$ cat config.mk
export PLATFORM = sky130hd
export DESIGN_NAME = oag_operand_addr
export DESIGN_NICKNAME = d
export VERILOG_FILES = /design/src/logic/oag_pkg.sv /design/src/logic/oag_disp_decode.sv /design/src/logic/oag_operand_addr.sv
export SDC_FILE = /design/constraint.sdc
export NUM_CORES = 1
export LEC_CHECK = 0
export BUFFER_PORTS_ARGS = -buffer_cell sky130_fd_sc_hd__clkbuf_2
export CAP_MARGIN = 25
export CORE_AREA = 2 2 257 259
export CTS_CLUSTER_SIZE = 25
export DETAILED_ROUTE_END_ITERATION = 12
export DIE_AREA = 0 0 259 261
export PLACE_DENSITY_LB_ADDON = 0.15
export SETUP_SLACK_MARGIN = 0.05
export SYNTH_ARGS = -nofsm -noshare
export SYNTH_HDL_FRONTEND = slang
export SYNTH_SLANG_ARGS = --single-unit
$ cat constraint.sdc
create_clock -name clk_i -period 5.15 [get_ports clk_i]
set_input_delay 1.545 -clock clk_i [delete_from_list [all_inputs] [get_ports clk_i]]
set_output_delay 1.545 -clock clk_i [all_outputs]
set_load 0.02 [all_outputs]
$ cat src/logic/oag_pkg.sv
// package for the operand address generator: mode codes, field positions,
// descriptor offsets and operand sizes.
// assumes a 32-bit core with one clock; no other package is needed.
`default_nettype none

package oag_pkg;

    // ==========================================================
    // specifier codes and groups
    localparam logic [4:0] SPEC_MEMREL_FRAME = 5'h10;
    localparam logic [4:0] SPEC_MEMREL_STACK = 5'h11;
    localparam logic [4:0] SPEC_MEMREL_STAT = 5'h12;
    localparam logic [4:0] SPEC_RESERVED = 5'h13;
    localparam logic [4:0] SPEC_IMMEDIATE = 5'h14;
    localparam logic [4:0] SPEC_ABSOLUTE = 5'h15;
    localparam logic [4:0] SPEC_LINK_TABLE_MODE = 5'h16;
    localparam logic [4:0] SPEC_STACK_TOP_OPERAND = 5'h17;
    localparam logic [4:0] SPEC_SPACE_FRAME = 5'h18;
    localparam logic [4:0] SPEC_SPACE_STACK = 5'h19;
    localparam logic [4:0] SPEC_SPACE_STAT = 5'h1a;
    localparam logic [4:0] SPEC_SPACE_PROG = 5'h1b;
    localparam logic [1:0] GRP_REGISTER = 2'h0;
    localparam logic [1:0] GRP_REG_RELATIVE = 2'h1;
    localparam logic [2:0] GRP_SCALED = 3'h7;

    // ==========================================================
    // field positions
    localparam int IDX_MODE_LSB = 3;
    localparam int PSW_STACK_SEL_BIT = 9;
    localparam int LOW_STATE_BITS = 8;

    // ==========================================================
    // running unit descriptor: link table address word offset
    localparam logic [31:0] DESC_LINK_TABLE_OFS = 32'h0000_0004;
    localparam int LINK_ENTRY_SHIFT = 2;

    // ==========================================================
    // operand size codes and byte counts
    localparam logic [1:0] SIZE_BYTE = 2'h0;
    localparam logic [1:0] SIZE_WORD = 2'h1;
    localparam logic [1:0] SIZE_DOUBLE = 2'h3;
    localparam logic [3:0] BYTES_1 = 4'h1;
    localparam logic [3:0] BYTES_2 = 4'h2;
    localparam logic [3:0] BYTES_4 = 4'h4;
    localparam logic [3:0] BYTES_8 = 4'h8;

    // ==========================================================
    // dedicated register selection codes
    localparam logic [2:0] AREG_STACK = 3'h0;
    localparam logic [2:0] AREG_STATIC = 3'h1;
    localparam logic [2:0] AREG_FRAME = 3'h2;
    localparam logic [2:0] AREG_UNIT_DESC = 3'h3;
    localparam logic [2:0] AREG_VECTOR_BASE = 3'h4;
    localparam logic [2:0] AREG_STATE_WORD = 3'h5;
    localparam logic [2:0] AREG_LOW_STATE_BYTE = 3'h6;

    // ==========================================================
    // reset values
    localparam logic [31:0] RESET_WORD = 32'h0000_0000;

endpackage

`default_nettype wire

$ cat src/logic/oag_disp_decode.sv
// displacement field decoder: takes a field left-aligned in a 32-bit word,
// first stream byte in bits 31:24, and returns the signed value and length.
// assumes the instruction queue has already placed the field most
// significant byte first, as it appears in the stream.
`timescale 1ns/1ps
`default_nettype none

module oag_disp_decode
(
    // field in
    input wire logic [31:0] field_i,
    // decoded value and byte count
    output logic [31:0] value_o,
    output logic [2:0] length_o
);

    // ==========================================================
    // length from the top bits, remaining bits are two's complement
    always_comb
    begin
        if (!field_i[31])
        begin
            value_o = {{25{field_i[30]}}, field_i[30:24]};
            length_o = 3'h1;
        end
        else if (!field_i[30])
        begin
            value_o = {{18{field_i[29]}}, field_i[29:16]};
            length_o = 3'h2;
        end
        else
        begin
            value_o = {{2{field_i[29]}}, field_i[29:0]};
            length_o = 3'h4;
        end
    end

endmodule

`default_nettype wire

$ cat src/logic/oag_operand_addr.sv
// operand addressing-mode decoder and effective address generator.
// assumes the decoder, register file and memory interface share clk_i;
// the register read port answers combinationally in the same cycle.
//
// Behaviour
// - codes 00000-00111 select general register directly
// - coprocessor flag redirects register mode to coprocessor bank
// - 01000-01111 address is displacement plus register
// - dedicated bases act like register relative
// - 10000 reads pointer at frame plus disp1
// - pointer-indirect fetches pointer before adding disp2
// - immediate from stream, illegal when written
// - absolute uses displacement as the address
// - external reads link table entry, adds disp2
// - stack top pops on read, pushes on write, unless indexed
// - scaled index adds register times 1/2/4/8
// - scaled index over immediate or index rejected
// - displacements accepted in 8, 16, 32 bits
// - implied immediate follows all addressing extensions
// - quick constant and condition from basic bytes
// - low state byte gives bottom eight state bits
// - 10001/10010 indirect via stack pointer, static base
// - 10100-10111 immediate, absolute, external, stack top
// - 11000-11011 frame, stack, static, program relative
// - 11100-11111 scale from code, index byte fields
`timescale 1ns/1ps
`default_nettype none

module oag_operand_addr
(
    // clock and reset
    input wire logic clk_i,
    input wire logic resetn_i,
    // operand request from the decoder
    input wire logic start_i,
    input wire logic [4:0] spec_i,
    input wire logic [7:0] index_byte_i,
    input wire logic [31:0] disp1_field_i,
    input wire logic [31:0] disp2_field_i,
    input wire logic [31:0] imm_i,
    input wire logic is_write_i,
    input wire logic coproc_i,
    input wire logic [1:0] size_i,
    input wire logic float_i,
    // basic instruction fields
    input wire logic [3:0] quick_field_i,
    input wire logic [3:0] cond_field_i,
    // dedicated registers
    input wire logic [31:0] program_counter_i,
    input wire logic [31:0] interrupt_stack_pointer_i,
    input wire logic [31:0] user_stack_pointer_i,
    input wire logic [31:0] static_base_i,
    input wire logic [31:0] frame_pointer_i,
    input wire logic [31:0] running_unit_descriptor_i,
    input wire logic [31:0] vector_table_base_i,
    input wire logic [31:0] processor_state_word_i,
    input wire logic [2:0] areg_sel_i,
    // general register read port
    output logic [2:0] reg_sel_o,
    input wire logic [31:0] reg_data_i,
    // memory read port
    output logic mem_req_o,
    output logic [31:0] mem_addr_o,
    input wire logic mem_ack_i,
    input wire logic [31:0] mem_rdata_i,
    // result
    output logic busy_o,
    output logic done_o,
    output logic illegal_o,
    output logic [1:0] kind_o,
    output logic [2:0] reg_num_o,
    output logic coproc_reg_o,
    output logic [31:0] ea_o,
    output logic [31:0] imm_o,
    output logic [3:0] size_bytes_o,
    output logic [3:0] ext_bytes_o,
    // stack pointer update
    output logic sp_update_o,
    output logic [31:0] sp_new_o,
    // dedicated and quick values
    output logic [31:0] areg_value_o,
    output logic [31:0] quick_const_o,
    output logic [3:0] cond_code_o
);

    // ==========================================================
    // helpers
    function automatic logic [3:0] size_to_bytes(input logic [1:0] sz, input logic fl);
        logic [3:0] b;
        b = oag_pkg::BYTES_4;
        if (fl)
            b = sz[0] ? oag_pkg::BYTES_8 : oag_pkg::BYTES_4;
        else if (sz == oag_pkg::SIZE_BYTE)
            b = oag_pkg::BYTES_1;
        else if (sz == oag_pkg::SIZE_WORD)
            b = oag_pkg::BYTES_2;
        return b;
    endfunction

    // modes carrying one and two displacement fields
    function automatic logic [1:0] disp_count(input logic [4:0] m);
        logic [1:0] n;
        n = 2'h0;
        if (m[4:3] == oag_pkg::GRP_REG_RELATIVE || m == oag_pkg::SPEC_ABSOLUTE
            || (m[4:3] == 2'h3 && m[4:2] != oag_pkg::GRP_SCALED))
            n = 2'h1;
        else if (m[4:2] == 3'h4 && m != oag_pkg::SPEC_RESERVED || m == oag_pkg::SPEC_LINK_TABLE_MODE)
            n = 2'h2;
        return n;
    endfunction

    // ==========================================================
    // displacement decoders
    logic [31:0] disp1;
    logic [31:0] disp2;
    logic [2:0] disp1_len;
    logic [2:0] disp2_len;

    oag_disp_decode u_disp1
    (
        .field_i(disp1_field_i),
        .value_o(disp1),
        .length_o(disp1_len)
    );

    oag_disp_decode u_disp2
    (
        .field_i(disp2_field_i),
        .value_o(disp2),
        .length_o(disp2_len)
    );

    // ==========================================================
    // request decode (combinational on the request cycle)
    logic scaled_req;
    logic [4:0] base_mode_req;
    logic bad_req;
    logic [1:0] ndisp;
    logic [3:0] ext_req;
    logic [31:0] cur_sp;

    // the stack pointer in use follows the state word select bit
    assign cur_sp = processor_state_word_i[oag_pkg::PSW_STACK_SEL_BIT]
        ? user_stack_pointer_i : interrupt_stack_pointer_i;
    assign scaled_req = (spec_i[4:2] == oag_pkg::GRP_SCALED);
    assign base_mode_req = scaled_req ? index_byte_i[7:oag_pkg::IDX_MODE_LSB] : spec_i;
    assign ndisp = disp_count(base_mode_req);

    // illegal: reserved code, written immediate, bad index base
    assign bad_req = (base_mode_req == oag_pkg::SPEC_RESERVED)
        || (base_mode_req == oag_pkg::SPEC_IMMEDIATE && (is_write_i || scaled_req))
        || (scaled_req && base_mode_req[4:2] == oag_pkg::GRP_SCALED);

    // extension bytes before any implied immediate: index byte then disps
    always_comb
    begin
        ext_req = {3'h0, scaled_req};
        if (ndisp != 2'h0)
            ext_req = ext_req + {1'b0, disp1_len};
        if (ndisp == 2'h2)
            ext_req = ext_req + {1'b0, disp2_len};
    end

    // ==========================================================
    // sequencer state, with its own kind and state types
    typedef enum logic [1:0] {KIND_REGISTER, KIND_IMMEDIATE, KIND_MEMORY} oag_kind_t;
    typedef enum logic [2:0] {ST_IDLE, ST_BASE, ST_LINK_RD, ST_PTR_RD, ST_INDEX, ST_DONE}
        oag_state_t;
    oag_state_t state, next_state;
    logic [4:0] mode, next_mode;
    logic scaled, next_scaled;
    logic [2:0] idx_reg, next_idx_reg;
    logic [1:0] scale, next_scale;
    logic [31:0] d1, next_d1;
    logic [31:0] d2, next_d2;
    logic wr, next_wr;
    logic cop, next_cop;
    logic [3:0] nbytes, next_nbytes;
    logic [31:0] ea, next_ea;
    logic [31:0] imm, next_imm;
    oag_kind_t kind, next_kind;
    logic ill, next_ill;
    logic [3:0] link_table_mode, next_ext;
    logic done, next_done;
    logic spu, next_spu;
    logic [31:0] spn, next_spn;
    logic mreq, next_mreq;
    logic [31:0] maddr, next_maddr;

    // register port follows the state: base register, then index register
    assign reg_sel_o = (state == ST_INDEX) ? idx_reg : mode[2:0];

    // next-state logic for the whole sequence
    always_comb
    begin
        next_state = state;
        next_mode = mode;
        next_scaled = scaled;
        next_idx_reg = idx_reg;
        next_scale = scale;
        next_d1 = d1;
        next_d2 = d2;
        next_wr = wr;
        next_cop = cop;
        next_nbytes = nbytes;
        next_ea = ea;
        next_imm = imm;
        next_kind = kind;
        next_ill = ill;
        next_ext = link_table_mode;
        next_done = 1'b0;
        next_spu = 1'b0;
        next_spn = spn;
        next_mreq = mreq;
        next_maddr = maddr;
        case (state)
            ST_IDLE:
            begin
                if (start_i)
                begin
                    next_mode = base_mode_req;
                    next_scaled = scaled_req;
                    next_idx_reg = index_byte_i[2:0];
                    next_scale = spec_i[1:0];
                    next_d1 = disp1;
                    next_d2 = disp2;
                    next_wr = is_write_i;
                    next_cop = coproc_i;
                    next_nbytes = size_to_bytes(size_i, float_i);
                    next_ext = ext_req;
                    next_imm = imm_i;
                    next_ill = bad_req;
                    next_kind = KIND_MEMORY;
                    // illegal operands finish at once with no memory access
                    next_state = bad_req ? ST_DONE : ST_BASE;
                end
            end
            ST_BASE:
            begin
                next_state = next_scaled_or_done(scaled);
                if (mode[4:3] == oag_pkg::GRP_REGISTER)
                begin
                    // scaled over a register base uses its contents as address
                    next_kind = scaled ? KIND_MEMORY : KIND_REGISTER;
                    next_ea = reg_data_i;
                end
                else if (mode[4:3] == oag_pkg::GRP_REG_RELATIVE)
                    next_ea = d1 + reg_data_i;
                else
                begin
                    case (mode)
                        oag_pkg::SPEC_MEMREL_FRAME, oag_pkg::SPEC_MEMREL_STACK,
                        oag_pkg::SPEC_MEMREL_STAT:
                        begin
                            next_mreq = 1'b1;
                            next_maddr = d1 + ((mode == oag_pkg::SPEC_MEMREL_FRAME)
                                ? frame_pointer_i
                                : (mode == oag_pkg::SPEC_MEMREL_STACK)
                                ? cur_sp : static_base_i);
                            next_state = ST_PTR_RD;
                        end
                        oag_pkg::SPEC_IMMEDIATE:
                        begin
                            next_kind = KIND_IMMEDIATE;
                            next_state = ST_DONE;
                        end
                        oag_pkg::SPEC_ABSOLUTE:
                            next_ea = d1;
                        oag_pkg::SPEC_LINK_TABLE_MODE:
                        begin
                            // first fetch the link table address of the running unit
                            next_mreq = 1'b1;
                            next_maddr = running_unit_descriptor_i + oag_pkg::DESC_LINK_TABLE_OFS;
                            next_state = ST_LINK_RD;
                        end
                        oag_pkg::SPEC_STACK_TOP_OPERAND:
                        begin
                            // index over the stack top only addresses, no push or pop
                            next_ea = (wr && !scaled) ? cur_sp - {28'h0, nbytes} : cur_sp;
                            next_spu = !scaled;
                            next_spn = wr ? cur_sp - {28'h0, nbytes} : cur_sp + {28'h0, nbytes};
                        end
                        oag_pkg::SPEC_SPACE_FRAME:
                            next_ea = d1 + frame_pointer_i;
                        oag_pkg::SPEC_SPACE_STACK:
                            next_ea = d1 + cur_sp;
                        oag_pkg::SPEC_SPACE_STAT:
                            next_ea = d1 + static_base_i;
                        oag_pkg::SPEC_SPACE_PROG:
                            next_ea = d1 + program_counter_i;
                        default:
                        begin
                            next_ill = 1'b1;
                            next_state = ST_DONE;
                        end
                    endcase
                end
            end
            ST_LINK_RD:
            begin
                if (mem_ack_i)
                begin
                    // entry number disp1 scaled to a four-byte entry
                    next_maddr = mem_rdata_i + (d1 << oag_pkg::LINK_ENTRY_SHIFT);
                    next_state = ST_PTR_RD;
                end
            end
            ST_PTR_RD:
            begin
                if (mem_ack_i)
                begin
                    next_mreq = 1'b0;
                    next_ea = mem_rdata_i + d2;
                    next_state = next_scaled_or_done(scaled);
                end
            end
            ST_INDEX:
            begin
                next_ea = ea + (reg_data_i << scale);
                next_state = ST_DONE;
            end
            ST_DONE:
            begin
                next_done = 1'b1;
                next_state = ST_IDLE;
            end
            default:
                next_state = ST_IDLE;
        endcase
    end

    // base done: go to indexing or finish
    function automatic oag_state_t next_scaled_or_done(input logic s);
        return s ? ST_INDEX : ST_DONE;
    endfunction

    // sequencer registers
    always_ff @(posedge clk_i or negedge resetn_i)
    begin
        if (!resetn_i)
        begin
            state <= ST_IDLE;
            mode <= 5'h00;
            scaled <= 1'b0;
            idx_reg <= 3'h0;
            scale <= 2'h0;
            d1 <= oag_pkg::RESET_WORD;
            d2 <= oag_pkg::RESET_WORD;
            wr <= 1'b0;
            cop <= 1'b0;
            nbytes <= oag_pkg::BYTES_4;
            ea <= oag_pkg::RESET_WORD;
            imm <= oag_pkg::RESET_WORD;
            kind <= KIND_REGISTER;
            ill <= 1'b0;
            link_table_mode <= 4'h0;
            done <= 1'b0;
            spu <= 1'b0;
            spn <= oag_pkg::RESET_WORD;
            mreq <= 1'b0;
            maddr <= oag_pkg::RESET_WORD;
        end
        else
        begin
            state <= next_state;
            mode <= next_mode;
            scaled <= next_scaled;
            idx_reg <= next_idx_reg;
            scale <= next_scale;
            d1 <= next_d1;
            d2 <= next_d2;
            wr <= next_wr;
            cop <= next_cop;
            nbytes <= next_nbytes;
            ea <= next_ea;
            imm <= next_imm;
            kind <= next_kind;
            ill <= next_ill;
            link_table_mode <= next_ext;
            done <= next_done;
            spu <= next_spu;
            spn <= next_spn;
            mreq <= next_mreq;
            maddr <= next_maddr;
        end
    end

    // ==========================================================
    // dedicated register view and quick fields
    logic [31:0] areg, next_areg;
    logic [31:0] quick, next_quick;
    logic [3:0] cond, next_cond;

    always_comb
    begin
        case (areg_sel_i)
            oag_pkg::AREG_STACK: next_areg = cur_sp;
            oag_pkg::AREG_STATIC: next_areg = static_base_i;
            oag_pkg::AREG_FRAME: next_areg = frame_pointer_i;
            oag_pkg::AREG_UNIT_DESC: next_areg = running_unit_descriptor_i;
            oag_pkg::AREG_VECTOR_BASE: next_areg = vector_table_base_i;
            oag_pkg::AREG_STATE_WORD: next_areg = processor_state_word_i;
            oag_pkg::AREG_LOW_STATE_BYTE:
                next_areg = {24'h0, processor_state_word_i[oag_pkg::LOW_STATE_BITS-1:0]};
            default: next_areg = oag_pkg::RESET_WORD;
        endcase
        next_quick = {{28{quick_field_i[3]}}, quick_field_i};
        next_cond = cond_field_i;
    end

    always_ff @(posedge clk_i or negedge resetn_i)
    begin
        if (!resetn_i)
        begin
            areg <= oag_pkg::RESET_WORD;
            quick <= oag_pkg::RESET_WORD;
            cond <= 4'h0;
        end
        else
        begin
            areg <= next_areg;
            quick <= next_quick;
            cond <= next_cond;
        end
    end

    // ==========================================================
    // outputs
    assign busy_o = (state != ST_IDLE);
    assign done_o = done;
    assign illegal_o = ill;
    assign kind_o = kind;
    assign reg_num_o = mode[2:0];
    assign coproc_reg_o = cop && (kind == KIND_REGISTER);
    assign ea_o = ea;
    assign imm_o = imm;
    assign size_bytes_o = nbytes;
    assign ext_bytes_o = link_table_mode;
    assign sp_update_o = spu;
    assign sp_new_o = spn;
    assign mem_req_o = mreq;
    assign mem_addr_o = maddr;
    assign areg_value_o = areg;
    assign quick_const_o = quick;
    assign cond_code_o = cond;

endmodule

`default_nettype wire

Word-level counts from Yosys, hierarchy flattened
Cells that the tools add are included.
Widths: inputs -> output; s select.
{"block": "word_totals", "elab_cells": 187, "in_bits": 449, "reg_bits": 262, "output_inout_bits": 218}
{"block": "classes", "n_reduce_logical": 36, "addsub": 14, "bitwise_logic": 2, "shifts": 1, "n_mux": 64, "n_eq_ne": 47}
{"op": "$mux 32", "count": 13}
{"op": "$add 32x32->32", "count": 9}
{"op": "$pmux 32 s7", "count": 1}
{"op": "$pmux 32 s6", "count": 1}
{"op": "$pmux 32 s2", "count": 2}
{"op": "$pmux 32 s3", "count": 1}
{"op": "$eq 5x5->1 const B", "count": 15}
{"op": "$mux 29", "count": 2}
{"op": "$mux 3", "count": 13}
{"op": "$add 32x3->32 const B", "count": 1}
{"op": "$add 32x4->32", "count": 1}
{"op": "$shl 32x2->32", "count": 1}
{"op": "$sub 32x4->32", "count": 1}
{"op": "$eq 3x3->1 const B", "count": 8}
{"op": "$mux 4", "count": 4}
{"op": "$pmux 3 s5", "count": 1}
{"op": "$reduce_and 5->1", "count": 3}
{"op": "$mux 1", "count": 14}
{"op": "$mux 2", "count": 7}
{"op": "$ne 2x2->1 const B", "count": 7}
{"op": "$eq 3x2->1 const B", "count": 4}
{"op": "$reduce_or 11->1", "count": 1}
{"op": "$ne 3x3->1 const B", "count": 3}
{"op": "$ne 9x3->1 const B", "count": 1}
{"op": "other kinds (25)", "count": 50}

Longest topological paths before layout
Gate-level depths: netlist (run 1).
{"block": "depth", "ltp_word": 11, "depth_mapped": 21}

Modules after synthesis
A second synthesis (run 1) with hierarchy kept.
{"block": "hier_totals", "cells_unflattened": 3756, "hier_area_um2": 28268.4}
{"mod": "oag_operand_addr", "cells_per_inst": 3616, "seq_area_each_um2": 6557.5, "instances": 1, "area_per_inst_um2": 27342.5}
{"mod": "oag_disp_decode", "cells_per_inst": 70, "seq_area_each_um2": 0.0, "instances": 2, "area_per_inst_um2": 462.9}

Worst setup path before layout (run 1)
OpenSTA, ideal clock, no wires.
{"block": "synth_path", "kind": "input -> register", "startpoint": "input port processor_state_word_i[9]", "endpoint": "register ea[30], in the netlist ea_o[30]", "path_stages": 20, "path_slack_ns": -0.387, "t_required_ns": 5.024, "t_arrival_ns": 5.411, "n_path_buf": 5, "setup_ns": 0.126, "cell_sequence": "buf_6 > buf_6 > buf_4 > buf_4 > buf_2 > mux2_2 > mux2i_1 > nand2_1 > o21ai_0 > a21oi_1 > ha_1 > nand3_1 > a2111oi_0 > nor3_1 > nor2_1 > a211oi_1 > o21ai_0 > mux2i_1 > a31oi_1 > a311o_1"}
{"block": "synth_between", "elab_chain_len": 7}
{"element": "start: declaration", "line": "oag_operand_addr.sv:56", "rtl": "input wire logic [31:0] processor_state_word_i,"}
{"element": "$mux 32 *", "line": "oag_operand_addr.sv:144", "rtl": "? user_stack_pointer_i : interrupt_stack_pointer_i;"}
{"element": "$sub 32x4->32", "line": "oag_operand_addr.sv:279", "rtl": "next_ea = (wr && !scaled) ? cur_sp - {28'h0, nbytes} : cur_sp;"}
{"element": "$mux 32", "line": "oag_operand_addr.sv:279"}
{"element": "$pmux 32 s6 *", "line": "oag_operand_addr.sv:251", "rtl": "case (mode)"}
{"element": "$mux 32 *", "line": "oag_operand_addr.sv:247", "rtl": "else if (mode[4:3] == oag_pkg::GRP_REG_RELATIVE)"}
{"element": "$mux 32 *", "line": "oag_operand_addr.sv:241", "rtl": "if (mode[4:3] == oag_pkg::GRP_REGISTER)"}
{"element": "$pmux 32 s3 *", "line": "oag_operand_addr.sv:216", "rtl": "case (state)"}
{"element": "end signal: assignment", "line": "oag_operand_addr.sv:352", "rtl": "ea <= oag_pkg::RESET_WORD;"}
{"element": "end signal: assignment", "line": "oag_operand_addr.sv:375", "rtl": "ea <= next_ea;"}
{"element": "end: declaration", "line": "oag_operand_addr.sv:179", "rtl": "logic [31:0] ea, next_ea;"}
Mark *: on every way between the ends. The rest lies on a longest branch, timed or not.
A chain may end at the register's enable or synchronous reset.

Worst setup path after layout (run 1)
{"block": "layout_path", "startpoint": "register mode[2]", "endpoint": "register maddr[20], in the netlist mem_addr_o[20]"}
{"block": "layout_between", "elab_chain_len": 8}
{"element": "start: declaration", "line": "oag_operand_addr.sv:170", "rtl": "logic [4:0] mode, next_mode;"}
{"element": "start signal: assignment", "line": "oag_operand_addr.sv:366", "rtl": "mode <= next_mode;"}
{"element": "$eq 5x5->1", "line": "oag_operand_addr.sv:251, oag_operand_addr.sv:258"}
{"element": "$mux 32", "line": "oag_operand_addr.sv:259", "rtl": "? cur_sp : static_base_i);"}
{"element": "$mux 32", "line": "oag_operand_addr.sv:257", "rtl": "? frame_pointer_i"}
{"element": "$add 32x32->32", "line": "oag_operand_addr.sv:256", "rtl": "next_maddr = d1 + ((mode == oag_pkg::SPEC_MEMREL_FRAME)"}
{"element": "$pmux 32 s2", "line": "oag_operand_addr.sv:251"}
{"element": "$mux 32", "line": "oag_operand_addr.sv:247"}
{"element": "$mux 32", "line": "oag_operand_addr.sv:241"}
{"element": "$pmux 32 s2", "line": "oag_operand_addr.sv:216"}
{"element": "end signal: assignment", "line": "oag_operand_addr.sv:361", "rtl": "maddr <= oag_pkg::RESET_WORD;"}
{"element": "end signal: assignment", "line": "oag_operand_addr.sv:384", "rtl": "maddr <= next_maddr;"}
{"element": "end: declaration", "line": "oag_operand_addr.sv:188", "rtl": "logic [31:0] maddr, next_maddr;"}
Parallel ways exist; a longest one is shown, timed or not. The select of a mux whose other input is x is not followed.

==> impl_metrics.py, run 1 <==
metrics = {
    "die": {
        "rows": 94,
        "coreArea_um2": 65000,
        "die_h_um": 261,
        "dieArea_um2": 67600,
        "ios": 667,
        "initial_utilization_pct": 43.8,
        "die_w_um": 259,
    },
    "cells_and_area": {
        "n_fill_cell": 6402,
        "drive_gt1_share_pct": 27.0,
        "register_area_um2": 6460,
        "multi_input_area_um2": 20900,
        "postLayoutCellArea_um2": 34800,
        "area_delta_synth_final_pct": 22.3,
        "stdcell_count": 5153,
        "nets": 4920,
    },
    "critical_path": {
        "cp.arrival_ps": 5320,
        "slowest_delay_ps": 1100,
        "crit_type": "flop to flop",
        "worstRegToRegCells": 15,
        "cp_slowest_cell": "or4b_2",
        "cp.depth": 15,
        "cp_cell_sequence": "or4b_2 -> buf_4 -> nor2_1 -> a21oi_1 -> o21ai_0 -> ha_1 -> a21o_1 -> a21oi_1 -> o21ai_0 -> a41oi_2 -> nand2b_1 -> a21boi_0 -> xor2_1 -> o211a_1 -> a211oi_1",
        "rr_endpoint": "mem_addr_o[20]$_DFFE_PN0P_",
        "rrSetupSlack_ps": 300,
        "endpoint_kind": "flop",
        "required_ps": 5620,
        "critPathBufInv": 1,
        "r2r-start": "mode[2]$_DFFE_PN0P_",
        "critPathMaxFanout": 28,
        "crit_family": "compound AO/OA/AOI/OAI gates",
        "cp-start-kind": "flop",
    },
    "global_route": {
        "antenna_found_initial": 6,
        "grt_pass1_vias": 29745,
        "grt_usage_pct": 40.7,
        "grt_max_degree": 189,
        "grt_overflow": 0,
        "grt_pass1_wl_um": 202000,
    },
    "timing": {
        "slew_headroom_pct": 25.0,
        "finalSetupTns_ps": 0,
        "period_needed_ps": 4850,
        "whs_ps": 475,
        "fmax_mhz": 206,
        "hold_viol_final": 0,
        "rsz0062_at_grt": "false",
        "maxSlewViolCount": 0,
        "period_share_pct": 94.1,
        "finClkSkew_ps": 19.6,
        "timing.final.ws_setup_ps": 304,
        "worstMarginPinSlew_ps": 1120,
        "setup_violations": 0,
    },
    "hold_path": {
        "min_to": "mem_addr_o[18]$_DFFE_PN0P_",
        "worstHoldStart": "mem_addr_o[18]$_DFFE_PN0P_",
        "min_path_type": "flop to flop",
        "hold_depth": 2,
    },
    "detailed_routing": {
        "vias": 32530,
        "drt_iter0_drc": 4260,
        "wl_per_cell_um": 27.9,
        "wl_um": 144000,
        "drc": 0,
        "firstDrtPassIters": 6,
        "avgViaCountPerCell": 6.31,
        "antenna_left": 0,
    },
    "yosys": {
        "ys_ff_latch": 258,
        "yosys.cell_types.count": 106,
        "yosys_most_used_dff": "dfrtp_1",
        "synth_area_leaders": "dfrtp_1 23%, ha_1 9.0%, a21oi_1 5.7%, o21ai_0 5.1%, nand2_1 5.0%",
        "synthCells": 3565,
        "avgSynthCellArea_um2": 8.00,
        "synthTopCellsByCount": "379 x nand2_1, 332 x nor2_1, 326 x a21oi_1",
        "synth-warning-count": 0,
        "synth_edf_count": 0,
        "yosysTopAreaCell": "dfrtp_1",
        "synth_top_cell_area_share_pct": 22.6,
        "async_flop_share_pct": 100,
        "ys_seq_area_share_pct": 22.7,
        "yosysMostFrequentCell": "nand2_1",
        "syn_area_um2": 28500,
        "synth_fp_nets": 4227,
    },
    "placement": {
        "dp.final_hpwl_um": 117000,
        "dp.cells": 5085,
        "gp_congestion": 1.10,
        "dpl_cell_area_um2": 33700,
        "preCtsSetupSlack_ps": -23.1,
        "portBuffers": 666,
    },
    "clock_tree": {
        "hold_buffers": 0,
        "clock_latency_ps": 570,
        "cts_root_buf": "clkbuf_16",
        "cts.sinks": 258,
        "cts_buffer_depth": 3,
        "cts_tree": "done",
        "cts_max_level": 2,
        "postCtsSetupBuffers": 0,
        "clk_pin_slew_ps": 60,
        "cts_buffers": 34,
        "post_cts_resized": 0,
    },
    "pwr": {
        "comb_power_share_pct": 70.7,
        "p_int_w": 0.0106,
        "switchingPower_w": 0.0119,
        "p_seq_share_pct": 18.7,
        "power.density_nw_per_um2": 646,
        "p_leak_nw": 16.0,
        "switching_share_pct": 53.0,
        "p_clk_share_pct": 10.6,
        "ir_drop_mv": 0.369,
    },
    "run_status": {
        "status": "finished clean",
    },
    "job": {
        "drv_cap": 0,
    },
}
tightest hold or removal path: stages, from the launching register on:
cell and delay [ps]:
dfrtp_1 340, nand2_1 40, o21ai_0 60
kinds of logic (layout without fill, tap and decap cells):
family / count (synthesis) / in the layout / share of synthesized area [%]
AND/OR/NAND/NOR: 1119 / 1119 / 18.4
AO/OA/AOI/OAI: 1244 / 1244 / 28.5
buffers and inverters: 293 / 1009 / 4.42
adder cells (fa/ha/maj): 213 / 213 / 9.59
flip-flops: 258 / 258 / 22.7
other: 0 / 8 / 0
XOR/XNOR: 226 / 226 / 6.94
multiplexers: 212 / 212 / 9.40
power by group through the flow:
| stage | combinational, W | clock [W] | sequential (W) |
|---|---|---|---|
| after floorplan | 0.00997 | 0 | 0.00413 |
| after global placement | 0.0155 | 0 | 0.00415 |
| after detailed placement | 0.0155 | 0 | 0.00417 |
| after CTS | 0.0156 | 0.00241 | 0.00414 |
| after global routing | 0.0171 | 0.00250 | 0.00424 |
| final | 0.0159 | 0.00240 | 0.00421 |
metal layers:
layer / track usage [%] / wire length (um) / vias up
met2: 60.2 / 61300 / 1951
met4: 17.1 / 6770 / 4
met5: 0 / 25 / -
li1: - / - / 14721
met3: 10.2 / 16600 / 321
met1: 56.5 / 59300 / 15533
cell usage in the layout (no fill, tap or decap), types with 92 or more instances in the layout:
cell type	netlist	routed
clkbuf_2	0	664
nand2_1	379	378
nor2_1	332	329
a21oi_1	326	326
o21ai_0	291	289
dfrtp_1	257	255
ha_1	204	204
buf_4	33	204
xnor2_1	145	145
nand3_1	93	92
metrics by stage:
stage	total power (W)	utilization [%]
6_report	0.0225	53.6
5_1_grt	0.0239	53.6
4_1_cts	0.0221	53.5
3_5_place_dp	0.0197	51.9
3_3_place_gp	0.0196	51.9
2_1_floorplan	0.0141	-
area by class of cell:
| type | instances | share of cell area, % |
|---|---|---|
| multi-input cells | 3014 | 59.9 |
| clock buffers | 44 | 2.67 |
| clock inverters | 15 | 0.395 |
| inverters | 71 | 0.765 |
| flip-flops and latches | 258 | 18.5 |
| diodes | 8 | 0.0574 |
| well taps | 864 | 3.10 |
| repair buffers | 879 | 14.5 |
worst max-delay path by stage:
stage | start | endpoint | slack [ps]
final | mode[2]$_DFFE_PN0P_ | mem_addr_o[20]$_DFFE_PN0P_ | 300
after detailed placement | processor_state_word_i[9] | mem_addr_o[16]$_DFFE_PN0P_ | -20
after global placement | processor_state_word_i[9] | mem_addr_o[16]$_DFFE_PN0P_ | 30
after CTS | mode[2]$_DFFE_PN0P_ | mem_addr_o[31]$_DFFE_PN0P_ | 400
after global routing | mode[3]$_DFFE_PN0P_ | ea_o[17]$_DFFE_PN0P_ | 80
after floorplan | processor_state_word_i[9] | ea_o[30]$_DFFE_PN0P_ | 50
Power figures use the tool's default switching activity.
==> inputs of run 2 (changes only) <==
--- a/config.mk
+++ b/config.mk
@@ -7,12 +7,13 @@
 export LEC_CHECK = 0
 export BUFFER_PORTS_ARGS = -buffer_cell sky130_fd_sc_hd__clkbuf_2
 export CAP_MARGIN = 25
-export CORE_AREA = 2 2 257 259
+export CORE_AREA = 2 2 256 258
 export CTS_CLUSTER_SIZE = 25
 export DETAILED_ROUTE_END_ITERATION = 12
-export DIE_AREA = 0 0 259 261
+export DIE_AREA = 0 0 258 260
 export PLACE_DENSITY_LB_ADDON = 0.15
 export SETUP_SLACK_MARGIN = 0.05
 export SYNTH_ARGS = -nofsm -noshare
 export SYNTH_HDL_FRONTEND = slang
+export SYNTH_HIERARCHICAL = 1
 export SYNTH_SLANG_ARGS = --single-unit
==> run 2 against run 1 <==
  * First-iteration DRC count shrank 8.3%
  * Setup slack worse by 14 ps
  * Utilization is 1.4 points higher
  * Power up 5.3%
  * Clock power up 9.6%
  * Sequential cell count increased by 4
  * Critical path depth is 4 higher
  * Cell area is 1.1% higher
  * Worst hold slack worse by 0.98 ps
  * Wire length is 3.0% higher
  * Sequential power up 1%
  * Die area fell by 0.77%
  * Largest power group unchanged
==> impl_metrics.py, run 2 <==
metrics = {
    "run_status": {
        "status": "finished clean",
    },
    "die": {
        "die_w_um": 258,
        "coreArea_um2": 64100,
        "ios": 667,
        "initial_utilization_pct": 44.1,
        "dieArea_um2": 67100,
        "die_h_um": 260,
        "rows": 93,
    },
    "cells_and_area": {
        "area_delta_synth_final_pct": 24.7,
        "final_common_cell": "clkbuf_2",
        "n_fill_cell": 6354,
        "postLayoutCellArea_um2": 35300,
        "register_area_um2": 6560,
        "final_cell_mix": "664 x clkbuf_2, 661 x nand2_1, 356 x a21oi_1, 347 x nor2_1, 293 x buf_4",
        "drive_gt1_share_pct": 26.3,
        "nets": 5179,
        "multi_input_area_um2": 20400,
    },
    "detailed_routing": {
        "firstDrtPassIters": 8,
        "vias": 33080,
        "drt_iter0_drc": 3907,
        "antenna_left": 0,
        "drc": 0,
        "wl_um": 148000,
        "wl_per_cell_um": 27.5,
        "avgViaCountPerCell": 6.13,
    },
    "yosys": {
        "yosysMostFrequentCell": "nand2_1",
        "ys_ff_latch": 262,
        "yosys_most_used_dff": "dfrtp_1",
        "avgSynthCellArea_um2": 7.53,
        "synth_area_leaders": "dfrtp_1 23%, ha_1 9.1%, nand2_1 8.8%, a21oi_1 6.4%, xnor2_1 5.2%",
        "synth_fp_nets": 4419,
        "synthCells": 3756,
        "yosys.cell_types.count": 83,
        "synthTopCellsByCount": "663 x nand2_1, 359 x a21oi_1, 349 x nor2_1",
        "syn_area_um2": 28300,
        "synth_top_cell_area_share_pct": 23.1,
        "async_flop_share_pct": 100,
        "synth_edf_count": 0,
        "yosysTopAreaCell": "dfrtp_1",
        "synth-warning-count": 6,
        "ys_seq_area_share_pct": 23.2,
    },
    "timing": {
        "maxSlewViolCount": 0,
        "rsz0062_at_grt": "true",
        "period_share_pct": 94.4,
        "worstMarginPinSlew_ps": 1010,
        "period_needed_ps": 4860,
        "setup_violations": 0,
        "slew_headroom_pct": 32.2,
        "whs_ps": 474,
        "fmax_mhz": 206,
        "hold_viol_final": 0,
        "finClkSkew_ps": 20.9,
        "timing.final.ws_setup_ps": 291,
    },
    "pwr": {
        "power.density_nw_per_um2": 673,
        "ir_drop_mv": 0.363,
        "p_leak_nw": 16.8,
    },
    "hold_path": {
        "min_path_type": "flop to flop",
    },
    "critical_path": {
        "cp.arrival_ps": 5290,
        "crit_family": "compound AO/OA/AOI/OAI gates",
        "critPathMaxFanout": 16,
        "slowest_delay_ps": 470,
        "cp_slowest_cell": "o41ai_2",
        "critPathBufInv": 2,
        "cp-start-kind": "input port",
        "cp_common_cell": "nand2_1",
        "crit_type": "input port to flop",
        "required_ps": 5580,
        "cp_cell_sequence": "buf_4 -> buf_12 -> mux2i_1 -> nand2_1 -> o21ai_0 -> nand2_1 -> o221a_2 -> ha_1 -> nand2_1 -> a211o_1 -> a21oi_2 -> a21boi_2 -> o41ai_2 -> a21oi_1 -> a21oi_1 -> xnor2_1 -> nor3_1 -> a2111oi_1 -> o221ai_1",
        "endpoint_kind": "flop",
    },
    "global_route": {
        "grt_max_degree": 97,
        "antenna_found_initial": 10,
        "grt_pass1_wl_um": 211000,
        "grt_pass1_vias": 30646,
        "grt_overflow": 0,
        "grt_usage_pct": 42.7,
    },
    "clock_tree": {
        "cts_buffer_depth": 3,
        "cts_tree": "done",
        "cts_max_level": 2,
        "hold_buffers": 0,
        "clk_pin_slew_ps": 60,
        "cts.sinks": 262,
        "cts_root_buf": "clkbuf_16",
        "clock_latency_ps": 570,
        "cts_buffers": 34,
    },
    "placement": {
        "gp_congestion": 1.08,
        "preCtsSetupSlack_ps": -267,
        "portBuffers": 666,
        "dp.final_hpwl_um": 121000,
        "dpl_cell_area_um2": 34000,
    },
    "job": {
        "drv_cap": 0,
    },
}
## run 2: cell count changes after synthesis, sizes merged, moves of 29 or more
cell   previous run  this run
a21oi           326       359
mux2             75        37
mux2i           106        70
nand2           381       665
o21a             31        60
o21ai           312       266
## run 2: worst paths after layout
kind,start,end,slack [ps],cells after the start
max,processor_state_word_i[9],ea_o[30]$_DFFE_PN0P_,290,19
min,imm_o[18]$_DFFE_PN0P_,imm_o[18]$_DFFE_PN0P_,470,2
max reg2reg,mode[1]$_DFFE_PN0P_,ea_o[25]$_DFFE_PN0P_,460,17
min reg2reg,imm_o[18]$_DFFE_PN0P_,imm_o[18]$_DFFE_PN0P_,470,2
max in group asynchronous,resetn_i,size_bytes_o[2]$_DFFE_PN1P_,3110,2
min in group asynchronous,resetn_i,ext_bytes_o[0]$_DFFE_PN0P_,980,1
## run 2: where the power goes
| group | total (W) | internal, W | leakage (nW) | switching, W |
|---|---|---|---|---|
| combinational | 0.0168 | 0.00672 | 13.2 | 0.0101 |
| sequential | 0.00426 | 0.00293 | 3.10 | 0.00132 |
| clock | 0.00263 | 0.00158 | 0.578 | 0.00105 |
## run 2: final cells by class
type                    instances  share of cell area, %
repair buffers                965                   16.1
diodes                          4                 0.0284
clock inverters                16                  0.724
clock buffers                  43                   2.62
well taps                     855                   3.03
inverters                      95                   1.01
multi-input cells            3158                   57.8
flip-flops and latches        262                   18.6
## run 2: what timing repair did
| item | CTS | global route |
|---|---|---|
| resized for setup | 0 | 3 |
| setup endpoints to repair | 0 | 4 |
| buffers inserted | 0 | 0 |
## run 2: worst reg2reg max path, cell delays in order, from the launching register on
cell       delay [ps]
dfrtp_2           430
buf_4             510
nand2b_1          470
o21ai_0           290
a21oi_1           120
buf_4             180
ha_1              330
a21o_1            200
a21o_1            190
a221o_1           310
o2bb2ai_1         160
o221a_2           280
a21o_1            180
a21oi_1           270
mux2i_1           250
a21oi_1           140
a21oi_1           140
a31oi_1            90
## run 2: stage by stage
stage                     setup TNS, ps  utilization, %  total power, W  std cells
after floorplan                   -5100               -          0.0143       3756
after global placement            -1170            53.0          0.0206       5333
after detailed placement          -2250            53.0          0.0206       5333
after CTS                             0            54.9          0.0233       5392
after global routing                  0            55.0          0.0252       5394
final                                 0            55.0          0.0237       5398
## run 2: logic make-up (layout without fill, tap and decap cells)
family	count (synthesis)	after routing	synth area share, %
fa+ha+maj	214	214	9.71
flops	262	262	23.2
compound gates	1194	1194	27.0
other cells	0	4	0
xor+xnor	235	235	7.28
buf+inv	336	1119	5.33
simple gates	1380	1380	21.2
mux	135	135	6.27
## run 2: per-layer routing
layer  GRT usage [%]  share of wire [%]
met5               0              0.059
met2            67.3                 44
met3            11.7                 11
met4            17.6                4.9
met1            55.3                 40
